--- src/hdl/spd_pkg.sv ---
// Constants and types of the serial presence-detect command engine.
// Assumes one 10 MHz clock; all bus timing is derived from sampled pins.
package spd_pkg;
	// ********************************
	// Clock and program cycle timing
	// ********************************
	localparam int CLK_MHZ = 10;
	localparam int PROGRAM_CYCLE_TIME_US = 5000;
	localparam int PROGRAM_CYCLE_CLKS = PROGRAM_CYCLE_TIME_US * CLK_MHZ;

	// ********************************
	// Select code fields
	// ********************************
	localparam logic [3:0] TYPE_MEMORY = 4'hA;
	localparam logic [3:0] TYPE_PROTECT = 4'h6;
	localparam logic [2:0] SEL_BLOCK0 = 3'h1;
	localparam logic [2:0] SEL_BLOCK1 = 3'h4;
	localparam logic [2:0] SEL_BLOCK2 = 3'h5;
	localparam logic [2:0] SEL_BLOCK3 = 3'h0;
	localparam logic [2:0] SEL_CLEAR_ALL = 3'h3;
	localparam logic [2:0] SEL_PAGE_LOW = 3'h6;
	localparam logic [2:0] SEL_PAGE_HIGH = 3'h7;
	localparam logic [2:0] SEL_PAGE_READ = 3'h6;

	// ********************************
	// Widths and reset values
	// ********************************
	localparam int ROW_BYTES = 16;
	localparam int WR_WORD_W = 17;
	localparam int WR_FIFO_DEPTH = 4;
	localparam logic RESET_PAGE = 1'b0;
	localparam logic [7:0] RESET_ADDR = 8'h00;
	localparam logic [3:0] BIT_COUNT_FULL = 4'h8;
	localparam logic [4:0] DRAIN_DONE = 5'h10;

	typedef enum logic [3:0] {
		ST_IDLE = 4'h0,
		ST_SEL = 4'h1,
		ST_SEL_ACK = 4'h3,
		ST_ADDR = 4'h2,
		ST_ADDR_ACK = 4'h6,
		ST_WDATA = 4'h7,
		ST_WDATA_ACK = 4'h5,
		ST_BUSY = 4'h4,
		ST_RDATA = 4'hC,
		ST_RACK = 4'hD
	} state_t;

	typedef enum logic [1:0] {
		CMD_MEMORY = 2'h0,
		CMD_SET_BLOCK = 2'h1,
		CMD_CLEAR_ALL = 2'h2
	} cmd_t;
endpackage : spd_pkg

--- src/hdl/spd_eeprom_serial_access.sv ---
// Slave command engine of a two-page serial presence-detect memory.
// Assumes an external byte-wide array: reads answer the next cycle,
// writes are handed over with valid/ready; protection bits live outside.
`timescale 1ns/1ps
module spd_eeprom_serial_access
	import spd_pkg::*;
#(
	parameter int PROG_CYCLES = PROGRAM_CYCLE_CLKS
) (
	input wire logic clk,
	input wire logic rst_n,
	input wire logic scl_in,
	input wire logic sda_in,
	output logic sda_out,
	output logic sda_oe_n,
	input wire logic strap_addr_bit2,
	input wire logic strap_addr_bit1,
	input wire logic strap_addr_bit0,
	input wire logic high_voltage_detect,
	output logic [8:0] mem_rd_addr,
	input wire logic [7:0] mem_rd_data,
	output logic mem_wr_en,
	output logic [8:0] mem_wr_addr,
	output logic [7:0] mem_wr_data,
	input wire logic mem_wr_ready,
	input wire logic [3:0] prot_nv_in,
	output logic [3:0] prot_nv_out,
	output logic prot_nv_wr,
	output logic busy
);
	// ********************************
	// Sampled pins
	// ********************************
	logic scl_rise, scl_fall, sda_level, start_evt, stop_evt, hv_level;
	logic [2:0] strap_level;

	spd_line_sampler u_sampler (
		.clk(clk),
		.rst_n(rst_n),
		.scl_in(scl_in),
		.sda_in(sda_in),
		.strap_in({strap_addr_bit2, strap_addr_bit1, strap_addr_bit0}),
		.hv_in(high_voltage_detect),
		.scl_rise(scl_rise),
		.scl_fall(scl_fall),
		.sda_level(sda_level),
		.start_evt(start_evt),
		.stop_evt(stop_evt),
		.strap_level(strap_level),
		.hv_level(hv_level)
	);

	// ********************************
	// Write path FIFO
	// ********************************
	logic fifo_in_valid, fifo_in_ready, fifo_out_valid, fifo_out_ready;
	logic [WR_WORD_W-1:0] fifo_in_data, fifo_out_data;

	spd_fifo #(.WIDTH(WR_WORD_W), .DEPTH(WR_FIFO_DEPTH)) u_fifo (
		.clk(clk),
		.rst_n(rst_n),
		.in_valid(fifo_in_valid),
		.in_ready(fifo_in_ready),
		.in_data(fifo_in_data),
		.out_valid(fifo_out_valid),
		.out_ready(fifo_out_ready),
		.out_data(fifo_out_data)
	);

	// ********************************
	// State
	// ********************************
	state_t state, next_state;
	cmd_t cmd, next_cmd;
	logic [7:0] shreg, next_shreg, addr, next_addr;
	logic [3:0] bitcnt, next_bitcnt, prot, next_prot, row, next_row;
	logic [1:0] blk, next_blk;
	logic page, next_page, pend, next_pend, acked, next_acked;
	logic oe_n, next_oe_n, loaded, next_loaded, nv_wr, next_nv_wr;
	logic [31:0] timer, next_timer;
	logic [4:0] drain, next_drain;
	logic [7:0] buf_data [ROW_BYTES];
	logic [ROW_BYTES-1:0] buf_valid, next_buf_valid;
	logic buf_we;
	logic wr_en, next_wr_en;
	logic [WR_WORD_W-1:0] wr_word, next_wr_word;
	logic sel_ack, sel_read;
	logic prog_busy, next_prog_busy;
	logic [1:0] sel_blk;
	logic [3:0] drain_idx;

	// ********************************
	// Select code decode
	// ********************************
	always_comb begin
		sel_ack = 1'b0;
		sel_read = shreg[0];
		sel_blk = 2'h0;
		unique case (shreg[3:1])
			SEL_BLOCK0: sel_blk = 2'h0;
			SEL_BLOCK1: sel_blk = 2'h1;
			SEL_BLOCK2: sel_blk = 2'h2;
			SEL_BLOCK3: sel_blk = 2'h3;
			default: sel_blk = 2'h0;
		endcase
		if (shreg[7:4] == TYPE_MEMORY) begin
			sel_ack = shreg[3:1] == strap_level;
		end else if (shreg[7:4] == TYPE_PROTECT) begin
			unique case ({shreg[3:1], shreg[0]})
				{SEL_CLEAR_ALL, 1'b0}: sel_ack = hv_level;
				{SEL_PAGE_LOW, 1'b0}, {SEL_PAGE_HIGH, 1'b0}: sel_ack = 1'b1;
				{SEL_PAGE_READ, 1'b1}: sel_ack = page == 1'b0;
				{SEL_BLOCK0, 1'b0}, {SEL_BLOCK1, 1'b0},
				{SEL_BLOCK2, 1'b0}, {SEL_BLOCK3, 1'b0}:
					sel_ack = hv_level & ~prot[sel_blk];
				{SEL_BLOCK0, 1'b1}, {SEL_BLOCK1, 1'b1},
				{SEL_BLOCK2, 1'b1}, {SEL_BLOCK3, 1'b1}:
					sel_ack = ~prot[sel_blk];
				default: sel_ack = 1'b0;
			endcase
		end
	end

	// ********************************
	// Engine next state
	// ********************************
	always_comb begin
		next_state = state;
		next_cmd = cmd;
		next_shreg = shreg;
		next_addr = addr;
		next_bitcnt = bitcnt;
		next_prot = prot;
		next_row = row;
		next_blk = blk;
		next_page = page;
		next_pend = pend;
		next_acked = acked;
		next_oe_n = oe_n;
		next_loaded = 1'b1;
		next_nv_wr = 1'b0;
		next_timer = timer;
		next_drain = drain;
		next_buf_valid = buf_valid;
		buf_we = 1'b0;
		drain_idx = drain[3:0];
		fifo_in_valid = 1'b0;
		fifo_in_data = {page, row, drain_idx, buf_data[drain_idx]};
		if (!loaded) begin
			// Protection read back from the nonvolatile store after reset
			next_prot = prot_nv_in;
		end
		if (state == ST_BUSY) begin
			// Pins are not looked at here, so polling gets no ack
			next_oe_n = 1'b1;
			if (timer != PROG_CYCLES - 1) begin
				next_timer = timer + 32'h1;
			end
			if (cmd == CMD_MEMORY && drain != DRAIN_DONE) begin
				fifo_in_valid = buf_valid[drain_idx];
				if (!buf_valid[drain_idx] || fifo_in_ready) begin
					next_drain = drain + 5'h1;
				end
			end
			if (timer == PROG_CYCLES - 1 && (cmd != CMD_MEMORY ||
				(drain == DRAIN_DONE && !fifo_out_valid && !wr_en))) begin
				next_state = ST_IDLE;
				next_buf_valid = '0;
				if (cmd == CMD_SET_BLOCK) begin
					next_prot[blk] = 1'b1;
					next_nv_wr = 1'b1;
				end else if (cmd == CMD_CLEAR_ALL) begin
					next_prot = 4'h0;
					next_nv_wr = 1'b1;
				end
			end
		end else if (stop_evt) begin
			next_oe_n = 1'b1;
			next_state = ST_IDLE;
			// The clock rise ahead of the stop already counts as one bit
			if (state == ST_WDATA && bitcnt == 4'h1 && pend) begin
				next_state = ST_BUSY;
				next_timer = 32'h0;
				next_drain = 5'h0;
			end
		end else if (start_evt) begin
			next_oe_n = 1'b1;
			next_state = ST_SEL;
			next_bitcnt = 4'h0;
			next_pend = 1'b0;
			next_buf_valid = '0;
		end else begin
			unique case (state)
				ST_IDLE, ST_BUSY: next_oe_n = 1'b1;
				ST_SEL, ST_ADDR, ST_WDATA: begin
					if (scl_rise && bitcnt != BIT_COUNT_FULL) begin
						next_shreg = {shreg[6:0], sda_level};
						next_bitcnt = bitcnt + 4'h1;
					end else if (scl_fall && bitcnt == BIT_COUNT_FULL) begin
						next_bitcnt = 4'h0;
						next_oe_n = 1'b0;
						if (state == ST_SEL) begin
							next_state = sel_ack ? ST_SEL_ACK : ST_IDLE;
							next_oe_n = ~sel_ack;
							next_blk = sel_blk;
							next_cmd = CMD_MEMORY;
							if (shreg[7:4] == TYPE_PROTECT && shreg[3:1] == SEL_CLEAR_ALL) begin
								next_cmd = CMD_CLEAR_ALL;
							end else if (shreg[7:4] == TYPE_PROTECT && !sel_read && shreg[3:1]
								inside {SEL_BLOCK0, SEL_BLOCK1, SEL_BLOCK2, SEL_BLOCK3}) begin
								next_cmd = CMD_SET_BLOCK;
							end
							if (shreg[7:4] == TYPE_PROTECT && shreg[3:2] == 2'h3
								&& !shreg[0]) begin
								next_page = shreg[1];
							end
						end else if (state == ST_ADDR) begin
							next_state = ST_ADDR_ACK;
							if (cmd == CMD_MEMORY) begin
								next_addr = shreg;
								next_row = shreg[7:4];
							end
						end else if (cmd == CMD_MEMORY && prot[{page, addr[7]}]) begin
							next_state = ST_IDLE;
							next_oe_n = 1'b1;
							next_pend = 1'b0;
						end else begin
							next_state = ST_WDATA_ACK;
							if (cmd == CMD_MEMORY) begin
								buf_we = 1'b1;
								next_buf_valid[addr[3:0]] = 1'b1;
								next_addr = {addr[7:4], addr[3:0] + 4'h1};
							end
						end
					end
				end
				ST_SEL_ACK, ST_ADDR_ACK, ST_WDATA_ACK: begin
					if (scl_fall) begin
						next_oe_n = 1'b1;
						next_bitcnt = 4'h0;
						if (state == ST_SEL_ACK) begin
							// Protection commands other than set/clear end here
							if (shreg[7:4] == TYPE_MEMORY && shreg[0]) begin
								next_state = ST_RDATA;
								next_shreg = mem_rd_data;
								next_oe_n = mem_rd_data[7];
								next_bitcnt = 4'h1;
							end else if (shreg[7:4] == TYPE_MEMORY || cmd != CMD_MEMORY) begin
								next_state = ST_ADDR;
							end else begin
								next_state = ST_IDLE;
							end
						end else begin
							next_state = ST_WDATA;
							next_pend = state == ST_WDATA_ACK;
						end
					end
				end
				ST_RDATA: begin
					if (scl_fall) begin
						if (bitcnt == BIT_COUNT_FULL) begin
							next_oe_n = 1'b1;
							next_state = ST_RACK;
							next_acked = 1'b0;
							next_addr = addr + 8'h1;
						end else begin
							next_shreg = {shreg[6:0], 1'b1};
							next_oe_n = shreg[6];
							next_bitcnt = bitcnt + 4'h1;
						end
					end
				end
				ST_RACK: begin
					if (scl_rise) begin
						next_acked = ~sda_level;
						if (sda_level) begin
							next_state = ST_IDLE;
						end
					end else if (scl_fall && acked) begin
						next_state = ST_RDATA;
						next_shreg = mem_rd_data;
						next_oe_n = mem_rd_data[7];
						next_bitcnt = 4'h1;
					end
				end
				default: next_state = ST_IDLE;
			endcase
		end
		// Memory port holds a word until the array takes it
		fifo_out_ready = !wr_en || mem_wr_ready;
		next_wr_en = wr_en;
		next_wr_word = wr_word;
		if (fifo_out_ready) begin
			next_wr_en = fifo_out_valid;
			next_wr_word = fifo_out_data;
		end
		next_prog_busy = next_state == ST_BUSY;
	end

	always_ff @(posedge clk or negedge rst_n) begin
		if (!rst_n) begin
			state <= ST_IDLE;
			cmd <= CMD_MEMORY;
			shreg <= 8'h00;
			addr <= RESET_ADDR;
			bitcnt <= 4'h0;
			prot <= 4'h0;
			row <= 4'h0;
			blk <= 2'h0;
			page <= RESET_PAGE;
			pend <= 1'b0;
			acked <= 1'b0;
			oe_n <= 1'b1;
			loaded <= 1'b0;
			nv_wr <= 1'b0;
			timer <= 32'h0;
			drain <= DRAIN_DONE;
			buf_valid <= '0;
			wr_en <= 1'b0;
			wr_word <= '0;
			prog_busy <= 1'b0;
		end else begin
			state <= next_state;
			cmd <= next_cmd;
			shreg <= next_shreg;
			addr <= next_addr;
			bitcnt <= next_bitcnt;
			prot <= next_prot;
			row <= next_row;
			blk <= next_blk;
			page <= next_page;
			pend <= next_pend;
			acked <= next_acked;
			oe_n <= next_oe_n;
			loaded <= next_loaded;
			nv_wr <= next_nv_wr;
			timer <= next_timer;
			drain <= next_drain;
			buf_valid <= next_buf_valid;
			wr_en <= next_wr_en;
			wr_word <= next_wr_word;
			prog_busy <= next_prog_busy;
		end
	end

	// Row latches need no reset; valid bits guard them
	always_ff @(posedge clk) begin
		if (buf_we) begin
			buf_data[addr[3:0]] <= shreg;
		end
	end

	// ********************************
	// Outputs
	// ********************************
	always_comb begin
		sda_out = 1'b0;
		sda_oe_n = oe_n;
		mem_rd_addr = {page, addr};
		mem_wr_en = wr_en;
		mem_wr_addr = wr_word[16:8];
		mem_wr_data = wr_word[7:0];
		prot_nv_out = prot;
		prot_nv_wr = nv_wr;
		busy = prog_busy;
	end
endmodule : spd_eeprom_serial_access

--- src/hdl/spd_line_sampler.sv ---
// Two-flop synchronisers and edge detection for the bus pins and straps.
// Assumes all inputs are asynchronous to clk.
`timescale 1ns/1ps
module spd_line_sampler
	import spd_pkg::*;
(
	input wire logic clk,
	input wire logic rst_n,
	input wire logic scl_in,
	input wire logic sda_in,
	input wire logic [2:0] strap_in,
	input wire logic hv_in,
	output logic scl_rise,
	output logic scl_fall,
	output logic sda_level,
	output logic start_evt,
	output logic stop_evt,
	output logic [2:0] strap_level,
	output logic hv_level
);
	// ********************************
	// Synchroniser chain
	// ********************************
	// Stage one feeds stage two only; stage three is the edge reference
	logic [5:0] stage1, stage2;
	logic [1:0] stage3;
	logic [5:0] next_stage1, next_stage2;
	logic [1:0] next_stage3;

	always_comb begin
		next_stage1 = {hv_in, strap_in, sda_in, scl_in};
		next_stage2 = stage1;
		next_stage3 = stage2[1:0];
	end

	always_ff @(posedge clk or negedge rst_n) begin
		if (!rst_n) begin
			stage1 <= 6'h03;
			stage2 <= 6'h03;
			stage3 <= 2'h3;
		end else begin
			stage1 <= next_stage1;
			stage2 <= next_stage2;
			stage3 <= next_stage3;
		end
	end

	// ********************************
	// Events
	// ********************************
	always_comb begin
		scl_rise = stage2[0] & ~stage3[0];
		scl_fall = ~stage2[0] & stage3[0];
		sda_level = stage2[1];
		start_evt = stage2[0] & stage3[0] & ~stage2[1] & stage3[1];
		stop_evt = stage2[0] & stage3[0] & stage2[1] & ~stage3[1];
		strap_level = stage2[4:2];
		hv_level = stage2[5];
	end
endmodule : spd_line_sampler

--- src/hdl/spd_fifo.sv ---
// Small valid/ready FIFO used between the write latches and the memory port.
// Assumes DEPTH is a power of two.
`timescale 1ns/1ps
module spd_fifo #(
	parameter int WIDTH = 17,
	parameter int DEPTH = 4
) (
	input wire logic clk,
	input wire logic rst_n,
	input wire logic in_valid,
	output logic in_ready,
	input wire logic [WIDTH-1:0] in_data,
	output logic out_valid,
	input wire logic out_ready,
	output logic [WIDTH-1:0] out_data
);
	localparam int PW = $clog2(DEPTH);
	logic [WIDTH-1:0] store [DEPTH];
	logic [PW-1:0] wr_ptr, rd_ptr, next_wr_ptr, next_rd_ptr;
	logic [PW:0] count, next_count;
	logic push, pop;

	always_comb begin
		in_ready = count != (PW+1)'(DEPTH);
		out_valid = count != '0;
		out_data = store[rd_ptr];
		push = in_valid & in_ready;
		pop = out_valid & out_ready;
		next_wr_ptr = push ? wr_ptr + 1'b1 : wr_ptr;
		next_rd_ptr = pop ? rd_ptr + 1'b1 : rd_ptr;
		next_count = count + (PW+1)'(push) - (PW+1)'(pop);
	end

	always_ff @(posedge clk or negedge rst_n) begin
		if (!rst_n) begin
			wr_ptr <= '0;
			rd_ptr <= '0;
			count <= '0;
		end else begin
			wr_ptr <= next_wr_ptr;
			rd_ptr <= next_rd_ptr;
			count <= next_count;
		end
	end

	// Storage carries no reset; only count decides what is valid
	always_ff @(posedge clk) begin
		if (push) begin
			store[wr_ptr] <= in_data;
		end
	end
endmodule : spd_fifo

--- config.mk ---
export PLATFORM = sky130hd
export DESIGN_NAME = spd_eeprom_serial_access
export DESIGN_NICKNAME = d
export VERILOG_FILES = /design/src/hdl/spd_pkg.sv /design/src/hdl/spd_eeprom_serial_access.sv /design/src/hdl/spd_line_sampler.sv /design/src/hdl/spd_fifo.sv
export SDC_FILE = /design/constraint.sdc
export NUM_CORES = 1
export LEC_CHECK = 0
export BUFFER_PORTS_ARGS = -buffer_cell sky130_fd_sc_hd__buf_2
export CORE_AREA = 4 4 212 214
export CTS_BUF_LIST = sky130_fd_sc_hd__clkbuf_16
export DETAILED_ROUTE_END_ITERATION = 12
export DIE_AREA = 0 0 216 218
export MAX_ROUTING_LAYER = met4
export PLACE_DENSITY = 0.53
export SLEW_MARGIN = 10
export SYNTH_ARGS = -nofsm -noshare
export SYNTH_HDL_FRONTEND = slang
export SYNTH_SLANG_ARGS = --single-unit
export TNS_END_PERCENT = 30
--- constraint.sdc ---
create_clock -name clk -period 3.7 [get_ports clk]
set_input_delay 0 -clock clk [delete_from_list [all_inputs] [get_ports clk]]
set_output_delay 0 -clock clk [all_outputs]
set_load 0.01 [all_outputs]
* Yosys cells after proc, flatten, opt, wreduce, memory -nomap -nowiden
Memory sizes are Yosys's and may differ from the RTL's. A register that Yosys moved wholly into a read port is not among the register bits.
Cells that the tools add are included.
** Storage, ports and cells
- RAM bits :: 196
- Logic and storage cells :: 355
- Memories :: 2
- Bits in registers :: 118
- Output and inout port bits :: 35
** Memory list
- buf_data :: words 16, bits a word 8, rd ports 1, clocked after memory_dff 0, wr ports 1, line spd_eeprom_serial_access.sv:82 : logic [7:0] buf_data [ROW_BYTES];
- u_fifo.store :: words 4, bits a word 17, rd ports 1, clocked after memory_dff 1, wr ports 1, line spd_fifo.sv:18 : logic [WIDTH-1:0] store [DEPTH];
** Cells by class
- Reductions and logical operators :: 64
- Mux-type cells :: 141
- Bitwise gates (word level) :: 24
- Add/subtract/negate cells :: 9
- $lt $le $gt $ge :: 7
- Equality and inequality tests :: 82
** Operator list (number)
- $mux W16 :: 11
- $mux W32 :: 4
- $mux W8 :: 15
- $mux W4 :: 29
- $mux W1 :: 56
- $ne A3 B3 Y1 const B :: 17
- $eq A4 B4 Y1 const B :: 11
- $ne A5 B5 Y1 const B :: 7
- $add A32 B1 Y32 const B :: 1
- $eq A32 B16 Y1 const B :: 1
- $ne A32 B16 Y1 const B :: 1
- $pmux W8 S4 :: 1
- $ne A2 B2 Y1 const B :: 15
- $eq A4 B3 Y1 const B :: 7
- $reduce_and A9 Y1 :: 3
- $mux W5 :: 5
- $reduce_and A11 Y1 :: 2
- $reduce_and A7 Y1 :: 3
- $pmux W4 S5 :: 1
- $logic_and A1 B1 Y1 :: 18
- $eq A4 B2 Y1 const B :: 4
- $or A16 B16 Y16 :: 1
- $pmux W4 S4 :: 1
- $pmux W8 S2 :: 1
- 50 further kinds :: 112

* Depth between registers and ports, before layout
Gate-level depths: netlist of the first run.
- Word-level depth :: 18
- Mapped depth :: 12
- Depth with buffers taken out :: 10

* Modules after synthesis
Synthesis of the first run repeated with hierarchy kept, for this count alone.
** Unflattened totals
- Cell total of the unflattened synthesis :: 1038
- Area, all modules :: 14936.8 µm²
** By module, submodules not included
- spd_eeprom_serial_access :: area an instance 11558.6 µm², sequential area each 6698.9 µm², times used 1, cells each 887
- spd_fifo :: area an instance 2965.3 µm², sequential area each 2217.1 µm², times used 1, cells each 130
- spd_line_sampler :: area an instance 412.9 µm², sequential area each 357.8 µm², times used 1, cells each 21

* Worst setup path before layout of the first run
No wires, ideal clock.
- Path kind :: reg-to-reg
- From :: register drain[1]
- To :: register u_fifo.count[2]
- Path slack :: 0.755 ns
- Clock period less this slack :: 2.945 ns
- Arrival time :: 2.821 ns
- Stages on the path, launching flop included :: 13
- Data required time :: 3.576 ns
- Cell sequence :: dfrtp_1 clkbuf_1 clkbuf_1 inv_1 ha_1 nand4bb_1 nand3_1 nor3b_2 ha_1 inv_1 fa_1 xnor2_1 xnor2_1
** On the way
- Word-level cells in the longest chain between the ends :: 7
** Ends and longest elaborated chain
- from (decl) :: line spd_eeprom_serial_access.sv:81 : logic [4:0] drain, next_drain;
- from (signal assigned) :: line spd_eeprom_serial_access.sv:338 : drain <= next_drain;
- $bmux W1 S4 / $ne A5 B5 Y1 (equally long branches) :: line spd_eeprom_serial_access.sv:160, spd_eeprom_serial_access.sv:159
- $mux W1 (not written as such) / $logic_and A1 B1 Y1 (equally long branches) :: line spd_eeprom_serial_access.sv:160, spd_eeprom_serial_access.sv:159
- $mux W1 (*) :: line spd_eeprom_serial_access.sv:159 : if (cmd == CMD_MEMORY && drain != DRAIN_DONE) begin
- $mux W1 (*) :: line spd_eeprom_serial_access.sv:153 : if (state == ST_BUSY) begin
- $and A1 B1 Y1 (*) :: line spd_fifo.sv:27 : push = in_valid & in_ready;
- net u_fifo.push :: line spd_fifo.sv:21 : logic push, pop;
- $add A3 B1 Y3 (*) :: line spd_fifo.sv:31 : next_count = count + (PW+1)'(push) - (PW+1)'(pop);
- $sub A3 B1 Y3 (*) :: line spd_fifo.sv:31
- net u_fifo.next_count[2] :: line spd_fifo.sv:20 : logic [PW:0] count, next_count;
- to (signal assigned) :: line spd_fifo.sv:42 : count <= next_count;
- to (decl) :: line spd_fifo.sv:20
The timed path passes the listed nets; every way through them passes the cells marked *. The select of a mux whose other input is x is not followed.
A chain may end at the register's enable or synchronous reset.

* Worst setup path after layout of the first run
- From :: register drain[3]
- To :: register buf_valid[14]
** On the way
- Word-level cells in the longest chain between the ends :: 7
** Ends and longest elaborated chain
- $eq A5 B5 Y1 :: line spd_eeprom_serial_access.sv:166 : (drain == DRAIN_DONE && !fifo_out_valid && !wr_en))) begin
- $logic_and A1 B1 Y1 (2 in a row) :: line spd_eeprom_serial_access.sv:166
- $logic_or A1 B1 Y1 :: line spd_eeprom_serial_access.sv:165 : if (timer == PROG_CYCLES - 1 && (cmd != CMD_MEMORY ||
- $logic_and A1 B1 Y1 :: line spd_eeprom_serial_access.sv:165
- $ne A2 B1 Y1 (no source line)
- $reduce_and A9 Y1 (no source line)
- to (signal assigned) :: line spd_eeprom_serial_access.sv:339 : buf_valid <= next_buf_valid;
- to (decl) :: line spd_eeprom_serial_access.sv:83 : logic [ROW_BYTES-1:0] buf_valid, next_buf_valid;
No other way between the ends.

==> flow_summary.yaml, run 1 <==
final_layout:
  n_antenna_cell: 0
  final_cells: 1743
  drive_above_1_share: 0.2409
  nets: 1171
  final_area_um2: 17320
  syn_to_final_growth_pct: 16.35
setup_path:
  r2r-start: "drain[3]$_DFFE_PN0P_"
  crit_type: "reg2reg"
  end_kind: "flop"
  r2r_cells: 5
  crit_arrival_ns: 3.28
  cp_data_required_time_ns: 4.11
  start_kind: "flop"
  worst-path-max-fanout: 16
  reg2reg_slack_ns: 0.83
  r2r-end: "buf_valid[14]$_DFFE_PN0P_"
run_status:
  status: "complete, no violations"
clock_tree:
  postCtsSetupBuffers: 0
  cts_resized: 0
  root_buffer: "clkbuf_16"
  cts_buffers: 38
  cts.clk_slew.worst_paths_ns: 0.06
  cts_buffer_depth: 3
  cts_tree: "yes"
  htreeDepth: 2
  clkSinkCount: 331
  clock_latency_ns: 0.55
synthesis:
  ys_types: 82
  async_reset_ff_frac: 0.4079
  synth_enable_flop_cells: 196
  synth_seq_area_share: 0.6232
  ys_warn_count: 0
  synth-xor-area-share: 0.01824
  synth_top_area_cell: "edfxtp_1"
  synth_cells: 1030
  synthesis.nets: 1071
  synth_most_common_cell: "edfxtp_1"
  netlist_area_um2: 14880
  synthTopCellsByCount: "edfxtp_1 (196), dfrtp_1 (127), nor2_1 (81)"
  yosys.area_share.simple: 0.1030
  synth_ff_type: "edfxtp_1"
  synth_mux_area_frac: 0.1325
  synth_top_family_by_area: "multiplexers"
  ys_seq_elements: 331
  synthTopCellsByArea: "edfxtp_1 (40%), dfrtp_1 (21%), mux4_2 (8.9%), mux2_2 (2.8%), nor2_1 (2.0%)"
  synth_top_area_share: 0.3955
  synth_compound_area_frac: 0.07996
  syn_area_per_cell_um2: 14.45
  synthAdderAreaFrac: 0.01732
placement:
  port_buffers: 54
  dp_hpwl_um: 22000
  placed_cells_incl_taps: 1656
  placed_area_um2: 15990
  gp_congestion: 0.8803
floorplan:
  num_io_pins: 56
  die_x_um: 216
  die_area_um2: 47090
  row_count: 76
  core_area_um2: 42890
  chipHeight_um: 218
  initial_core_util: 0.3470
routing:
  via_count: 9106
  drt_iter0_markers: 728
  ant_nets: 0
  drtPass1Iterations: 5
  wl_per_cell_um: 19.57
  drcViolationCount: 0
  routed_wirelength_um: 34120
  viasPerCell: 5.224
sta:
  layout_min_cycle_time_ns: 2.873
  fin_setup_tns_ns: 0
  grt_setup_unrepaired: "false"
  fmax_mhz: 348.1
  setup_viol: 0
  relSlewSlack: 0.3109
  period_share: 0.7764
  skew_ns: 0.02223
  hold_viol_final: 0
  tightestPinTransition_ns: 1.034
  slew_viol_final: 0
pwr:
  seqPwrFrac: 0.510
  power_frac_clock: 0.393
  p_switching_w: 0.002303
  switching_share: 0.2627
  p_leak_nw: 6.325
  power.density_nw_per_um2: 506.2
  combPwrFrac: 0.098
  ir_worst_vdd_mv: 0.4558
  p_int_w: 0.006462
global_route:
  grt_start_max_net_pins: 76
  grt-ovfl-total: 0
  antenna_found_initial: 0
  grt_pass1_wl_um: 54300
  grt_pass1_vias: 9228
  grt_usage: 0.1505
run:
  drv_cap: 0
hold_path:
  hold_path.class: "in2async"
## worst max path at each step
stage                                    start                   endpoint  cells after the start
final                     drain[3]$_DFFE_PN0P_  buf_valid[14]$_DFFE_PN0P_                      5
after global routing      drain[3]$_DFFE_PN0P_  buf_valid[14]$_DFFE_PN0P_                      5
after CTS                 drain[3]$_DFFE_PN0P_  buf_valid[14]$_DFFE_PN0P_                      5
after detailed placement  drain[3]$_DFFE_PN0P_  buf_valid[14]$_DFFE_PN0P_                      5
after global placement    drain[3]$_DFFE_PN0P_   buf_valid[1]$_DFFE_PN0P_                      5
after floorplan           drain[1]$_DFFE_PN0P_  u_fifo.count[2]$_DFF_PN0_                     12
## worst max-delay path, cell delays in order, from the launching register on
cell and delay [ns]:
dfrtp_1 0.65, nand4bb_1 0.35, or3b_2 0.50, a2111oi_4 0.66, a21o_1 0.45, nor2_1 0.13
## flip-flops by register name (all words and copies together), names as in the netlist, 5 cells and up
register / flops
buf_data: 128
u_fifo.store: 68
timer: 32
wr_word: 17
buf_valid: 16
addr: 8
shreg: 8
u_sampler.next_stage2: 6
u_sampler.stage2: 6
drain: 5
## timing repair
action                                  CTS  global route
hold endpoints to repair                 79             0
hold buffers                             19             0
endpoints found under the setup margin    0             0
## stage by stage
stage / hold slack, ns / total power, W / utilization / setup slack, ns
floorplan: -0.2956 / 0.004943 / - / 0.7549
detailed placement: 0.04820 / 0.005392 / 0.3728 / 0.7955
finish: 0.01926 / 0.008765 / 0.4038 / 0.8275
global route: 0.06870 / 0.009161 / 0.4038 / 0.5976
global placement: 0.05590 / 0.005378 / 0.3728 / 0.9022
CTS: 0.01179 / 0.008927 / 0.4038 / 0.7897
## placed cells by master, fill, tap and decap left out, drive strengths merged, types with 21 or more instances in the layout
cell type  Yosys  layout
nand2         47      47
mux4          63      63
nand3         34      34
a31oi         24      24
o21ai         38      38
mux2          38      38
a21oi         21      21
inv           32      45
xnor2         26      26
buf           28      98
nor2          82      82
edfxtp       196     196
dfrtp        127     127
clkbuf        29      38
## power by group through the flow
stage,Clock (W),Sequential (W),Combinational [W]
after floorplan,0,0.00446,0.000484
after global placement,0,0.00454,0.000840
after detailed placement,0,0.00454,0.000847
after CTS,0.00359,0.00447,0.000868
after global routing,0.00372,0.00450,0.000941
final,0.00344,0.00447,0.000855
## metal layers
layer / vias up / part of all wire / global-route usage
met3: 64 / 0.053 / 0.03051
met1: 4632 / 0.46 / 0.2041
met2: 234 / 0.46 / 0.2309
met5: - / 0 / -
li1: 4176 / - / -
met4: 0 / 0.025 / 0.04630
## cell type report
class | count | area, µm²
multi-input combinational | 610 | 5241
clock inverter | 30 | 185.2
sequential | 331 | 9276
fill | 3960 | 25570
clock buffer | 38 | 950.9
tap | 585 | 732.0
inverter | 32 | 120.1
timing repair buffer | 117 | 809.5
## cell families (layout without fill, tap and decap cells)
logic type,Yosys count,after routing
adders and majority gates,20,20
buffers and inverters,89,217
other,2,2
DFF,331,331
AOI/OAI and AO/OA,162,162
muxes,112,112
and+or+nand+nor,283,283
xor gates and xnor gates,31,31
Note: power is estimated with default switching activity, not from simulation.
==> run 2, diff against run 1 <==
--- a/config.mk
+++ b/config.mk
@@ -5,11 +5,12 @@
 export SDC_FILE = /design/constraint.sdc
 export NUM_CORES = 1
 export LEC_CHECK = 0
+export ABC_AREA = 1
 export BUFFER_PORTS_ARGS = -buffer_cell sky130_fd_sc_hd__buf_2
-export CORE_AREA = 4 4 212 214
+export CORE_AREA = 4 4 213 215
 export CTS_BUF_LIST = sky130_fd_sc_hd__clkbuf_16
 export DETAILED_ROUTE_END_ITERATION = 12
-export DIE_AREA = 0 0 216 218
+export DIE_AREA = 0 0 217 219
 export MAX_ROUTING_LAYER = met4
 export PLACE_DENSITY = 0.53
 export SLEW_MARGIN = 10
==> constraint.sdc (replaced) <==
create_clock -name clk -period 2.7 [get_ports clk]
set_input_delay 0 -clock clk [delete_from_list [all_inputs] [get_ports clk]]
set_output_delay 0 -clock clk [all_outputs]
set_load 0.01 [all_outputs]
==> flow_summary.yaml, run 2 <==
run_status:
  status: "finished with violations"
  violations: "hold timing"
global_route:
  grt_usage: 0.1654
  grt_pass1_wl_um: 60460
  grt_pass1_vias: 10700
  antenna_found_initial: 0
  grt_start_max_net_pins: 69
  grt-ovfl-total: 0
final_layout:
  final_common_cell: "nand2_1"
  syn_to_final_growth_pct: 17.36
  drive_above_1_share: 0.1294
  num-fill-cells: 4293
  final_cell_mix: "nand2_1 (268), nor2_1 (247), edfxtp_1 (196)"
  largest_register_ffs: 128
  n_antenna_cell: 0
  nets: 1704
  final_area_um2: 17750
synthesis:
  synthTopCellsByArea: "edfxtp_1 (39%), dfrtp_1 (21%), nand2_1 (6.7%), nor2_1 (6.3%), o21ai_0 (5.4%)"
  synth_most_common_cell: "nand2_1"
  ys_types: 51
  synth_seq_area_share: 0.6132
  async_reset_ff_frac: 0.4079
  synthesis.nets: 1589
  synth_cells: 1548
  synth_top_area_share: 0.3891
  netlist_area_um2: 15120
  synthTopCellsByCount: "nand2_1 (268), nor2_1 (252), edfxtp_1 (196)"
  ys_seq_elements: 331
  synth_top_area_cell: "edfxtp_1"
  syn_area_per_cell_um2: 9.770
  synth_ff_type: "edfxtp_1"
  synth_enable_flop_cells: 196
  ys_warn_count: 0
setup_path:
  cp_slowest_cell: "dfrtp_1"
  r2r_cells: 13
  critPathMaxStageDelay_ns: 0.38
  r2r-start: "cmd[0]$_DFFE_PN0P_"
  worst-path-max-fanout: 4
  cp_data_required_time_ns: 3.16
  path_cells: "inv_1, ha_1, inv_1, a31oi_1, inv_1, nor2_2, o21ai_1, nor2_2, ha_2, inv_1, fa_2, xnor2_1, xor2_1"
  cp-startpoint: "cmd[0]$_DFFE_PN0P_"
  r2r-end: "u_fifo.count[2]$_DFF_PN0_"
  end_kind: "flop"
  start_kind: "flop"
  crit_arrival_ns: 2.91
  crit_end: "u_fifo.count[2]$_DFF_PN0_"
  cp_common_cell: "inv_1"
  reg2reg_slack_ns: 0.25
  crit_type: "reg2reg"
pwr:
  ir_worst_vdd_mv: 0.4037
  power_w: 0.01344
  p_switching_w: 0.003932
  p_int_w: 0.009507
  seqPwrFrac: 0.456
  power.density_nw_per_um2: 757.1
  combPwrFrac: 0.181
  switching_share: 0.2926
  p_leak_nw: 7.100
  power_frac_clock: 0.362
routing:
  routed_wirelength_um: 38100
  via_count: 11060
  ant_nets: 0
  drcViolationCount: 0
  viasPerCell: 4.838
  wl_per_cell_um: 16.67
  drtPass1Iterations: 7
  drt_iter0_markers: 762
sta:
  slew_viol_final: 0
  hold_viol_final: 2
  fmax_mhz: 408.7
  grt_setup_unrepaired: "false"
  setup_viol: 0
  fin_hold_ws_ns: -0.008851
  relSlewSlack: 0.4002
  skew_ns: 0.01825
  layout_min_cycle_time_ns: 2.447
  period_share: 0.9063
  setup_slack_ns: 0.2529
  fin_setup_tns_ns: 0
  tightestPinTransition_ns: 0.8987
run:
  drv_cap: 0
clock_tree:
  clock_latency_ns: 0.55
  htreeDepth: 2
  clkSinkCount: 331
  cts_buffer_depth: 3
  root_buffer: "clkbuf_16"
  cts_buffers: 38
  cts_tree: "yes"
  cts.clk_slew.worst_paths_ns: 0.06
hold_path:
  hold_path.class: "in2async"
floorplan:
  row_count: 77
  num_io_pins: 56
  initial_core_util: 0.3458
  core_area_um2: 43740
  chipHeight_um: 219
  die_area_um2: 47520
  die_x_um: 217
placement:
  port_buffers: 54
  gp_congestion: 0.9125
  pre_cts_slack_ns: 0.1788
  placed_area_um2: 16360
  dp_hpwl_um: 25930
-- run 2: layout make-up --
| cell class | instances | area (µm²) | area share |
|---|---|---|---|
| Clock buffer | 39 | 975.9 | 0.05498 |
| Timing Repair Buffer | 133 | 932.1 | 0.05251 |
| Inverter | 145 | 544.3 | 0.03066 |
| Multi-Input combinational cell | 1014 | 5074 | 0.2858 |
| Sequential cell | 331 | 9275 | 0.5225 |
| Clock inverter | 31 | 209.0 | 0.01177 |
| Tap cell | 592 | 740.7 | 0.04173 |
-- run 2: power groups by stage --
| stage | Clock [W] | Sequential [W] | Combinational, W |
|---|---|---|---|
| final | 0.00487 | 0.00613 | 0.00243 |
| after global routing | 0.00524 | 0.00617 | 0.00275 |
| after CTS | 0.00501 | 0.00614 | 0.00248 |
| after detailed placement | 0 | 0.00623 | 0.00245 |
| after global placement | 0 | 0.00623 | 0.00242 |
| after floorplan | 0 | 0.00636 | 0.00130 |
-- run 2: cells by family (layout without fill, tap and decap cells) --
| kind of cell | after synthesis | count (layout) | synth area share |
|---|---|---|---|
| simple gates | 646 | 646 | 0.1790 |
| fa+ha+maj | 20 | 20 | 0.01704 |
| compound gates | 308 | 308 | 0.1154 |
| other cells | 2 | 2 | 0.0004965 |
| flops | 331 | 331 | 0.6132 |
| buf+inv | 203 | 348 | 0.05253 |
| xor+xnor | 34 | 34 | 0.01969 |
| mux | 4 | 4 | 0.002647 |
-- run 2: worst max-delay path, delay by kind of cell, from the launching register on --
kind / cells / cell delay, ns
adder cells (fa/ha/maj): 3 / 0.69
AND/OR/NAND/NOR: 2 / 0.31
flip-flops: 1 / 0.38
buffers and inverters: 4 / 0.32
AO/OA/AOI/OAI: 2 / 0.29
XOR/XNOR: 2 / 0.35
-- run 2: metal layers --
layer  global-route usage  share of wire  vias up
met5                    -              0        -
met4              0.03710          0.018        0
met3              0.02755          0.045       54
met2               0.2534           0.45      227
met1               0.2333           0.49     5269
li1                     -              -     5505
-- run 2: how the worst min path moves through the flow --
stage | cells after the start | slack, ns | start | end
after floorplan | 0 | -0.30 | rst_n | acked$_DFFE_PN0P_
final | 2 | -0.009 | rst_n | wr_word[14]$_DFFE_PN0N_
after detailed placement | 1 | 0.01 | rst_n | wr_word[9]$_DFFE_PN0N_
after CTS | 2 | 0.0007 | rst_n | wr_word[9]$_DFFE_PN0N_
after global routing | 2 | 0.04 | rst_n | wr_word[11]$_DFFE_PN0N_
after global placement | 1 | 0.01 | rst_n | wr_word[14]$_DFFE_PN0N_
-- run 2: timing repair --
action	4_1_cts	5_1_grt
hold endpoints to repair	155	0
buffers inserted	0	1
hold buffers	20	0
setup endpoints to repair	0	1
gates resized for setup	0	0
-- run 2: per-stage QoR --
step,std cells,util
floorplan,1548,-
global placement,2194,0.3740
detailed placement,2194,0.3740
CTS,2284,0.4057
global route,2285,0.4058
finish,2285,0.4058
==> run 3, diff against run 2 <==
--- a/config.mk
+++ b/config.mk
@@ -7,12 +7,12 @@
 export LEC_CHECK = 0
 export ABC_AREA = 1
 export BUFFER_PORTS_ARGS = -buffer_cell sky130_fd_sc_hd__buf_2
-export CORE_AREA = 4 4 213 215
-export CTS_BUF_LIST = sky130_fd_sc_hd__clkbuf_16
+export CORE_AREA = 4 4 179 181
 export DETAILED_ROUTE_END_ITERATION = 12
-export DIE_AREA = 0 0 217 219
+export DIE_AREA = 0 0 183 185
 export MAX_ROUTING_LAYER = met4
-export PLACE_DENSITY = 0.53
+export PLACE_DENSITY = 0.69
+export SETUP_SLACK_MARGIN = 0.02
 export SLEW_MARGIN = 10
 export SYNTH_ARGS = -nofsm -noshare
 export SYNTH_HDL_FRONTEND = slang
==> flow_summary.yaml, run 3 (synthesized netlist as in run 2, its figures left out) <==
run_status:
  status: "finished with violations"
  violations: "hold timing"
sta:
  setup_slack_ns: 0.1932
  grt_setup_unrepaired: "false"
  setup_viol: 0
  fmax_mhz: 398.9
  period_share: 0.9284
  fin_hold_ws_ns: -0.003232
  tightestPinTransition_ns: 0.9190
  skew_ns: 0.01415
  slew_viol_final: 0
  relSlewSlack: 0.3866
  hold_viol_final: 2
  layout_min_cycle_time_ns: 2.507
global_route:
  grt_start_max_net_pins: 57
  grt_pass1_vias: 10990
  grt_usage: 0.2189
  antenna_found_initial: 0
  grt-ovfl-total: 0
  grt_pass1_wl_um: 57670
final_layout:
  n_antenna_cell: 0
  largest_register_ffs: 128
  final_common_cell: "nand2_1"
  final_area_um2: 17400
  final_cells: 2080
  utilization: 0.5718
  nets: 1700
  final_cell_mix: "nand2_1 (268), nor2_1 (247), edfxtp_1 (196)"
  syn_to_final_growth_pct: 15.04
  drive_above_1_share: 0.1283
setup_path:
  reg2reg_slack_ns: 0.19
  worst-path-max-fanout: 5
  r2r_cells: 13
  path_cells: "inv_1, ha_1, inv_1, a31oi_1, inv_1, nor2_2, o21ai_1, nor2_2, ha_2, inv_1, fa_2, xnor2_1, xor2_1"
  crit_end: "u_fifo.count[2]$_DFF_PN0_"
  critPathMaxStageDelay_ns: 0.38
  crit_type: "reg2reg"
  cp_slowest_cell: "dfrtp_1"
  cp-startpoint: "cmd[1]$_DFFE_PN0P_"
  cp_common_cell: "inv_1"
  start_kind: "flop"
  r2r-start: "cmd[1]$_DFFE_PN0P_"
  crit_arrival_ns: 2.90
  cp_data_required_time_ns: 3.10
  r2r-end: "u_fifo.count[2]$_DFF_PN0_"
  end_kind: "flop"
clock_tree:
  htreeDepth: 2
  postCtsSetupBuffers: 0
  cts_tree: "yes"
  clkSinkCount: 331
  clock_latency_ns: 0.52
  cts_resized: 0
  cts.clk_slew.worst_paths_ns: 0.06
  root_buffer: "clkbuf_16"
  cts_buffer_depth: 3
  ctsHoldBuffers: 19
  cts_buffers: 35
routing:
  routed_wirelength_um: 35880
  drcViolationCount: 0
  viasPerCell: 5.471
  drt_iter0_markers: 1123
  ant_nets: 0
  wl_per_cell_um: 17.25
  via_count: 11380
  drtPass1Iterations: 5
floorplan:
  core_area_um2: 30430
  chipHeight_um: 185
  die_area_um2: 33860
  row_count: 64
  initial_core_util: 0.4970
  die_x_um: 183
  num_io_pins: 56
hold_path:
  hold_path.class: "in2async"
placement:
  placed_cells_incl_taps: 1999
  port_buffers: 54
  pre_cts_slack_ns: 0.2041
  placed_area_um2: 16120
  gp_congestion: 0.9483
  dp_hpwl_um: 24480
run:
  drv_cap: 0
pwr:
  power.density_nw_per_um2: 753.2
  ir_worst_vdd_mv: 0.4527
  p_leak_nw: 7.013
[run 3: changes by cell type in the layout (fill, tap and decap cells not counted), sizes merged]
cell and change:
dlygate4sd3 -1, bufinv -1, clkinvlp -2, clkinv -6
clkbuf +10, inv -9
[run 3: how the worst min path moves through the flow]
stage          startpoint                    end
2_1_floorplan       rst_n      acked$_DFFE_PN0P_
3_3_place_gp        rst_n  timer[31]$_DFFE_PN0P_
3_5_place_dp        rst_n  timer[31]$_DFFE_PN0P_
4_1_cts             rst_n  timer[31]$_DFFE_PN0P_
5_1_grt             rst_n  timer[31]$_DFFE_PN0P_
6_report            rst_n  timer[31]$_DFFE_PN0P_
[run 3: per-layer routing]
layer,track usage,up-vias,wire length [µm],share of wire
met4,0.06645,0,967,0.027
met5,-,-,0,0
li1,-,5480,-,-
met2,0.3373,429,16410,0.46
met1,0.3021,5394,15780,0.44
met3,0.03672,77,2723,0.076
[run 3: final cells by class]
class / instances / area, µm²
fillers: 2602 / 13030
repair buffers: 132 / 922.1
multi-input cells: 1014 / 5074
well taps: 396 / 495.5
clock buffers: 49 / 989.7
clock inverters: 13 / 98.84
inverters: 145 / 544.3
flip-flops and latches: 331 / 9275
[run 3: critical path, delay by kind of cell (launching register included)]
kind	cells	cell delay (ns)
flops	1	0.38
xor+xnor	2	0.28
buf+inv	4	0.33
compound gates	2	0.30
simple gates	2	0.37
fa+ha+maj	3	0.72
[run 3: where the power goes]
part	leakage, nW	switching, W	internal, W
Clock	0.536	0.00188	0.00266
Sequential	3.52	0.000268	0.00589
Combinational	2.95	0.00161	0.000796
[run 3: per-stage QoR]
| step | TNS (ns) | total power (W) |
|---|---|---|
| after global placement | 0 | 0.008583 |
| final | 0 | 0.01311 |
| after CTS | 0 | 0.01321 |
| after global routing | 0 | 0.01374 |
| after floorplan | -2.231 | 0.007657 |
| after detailed placement | 0 | 0.008650 |
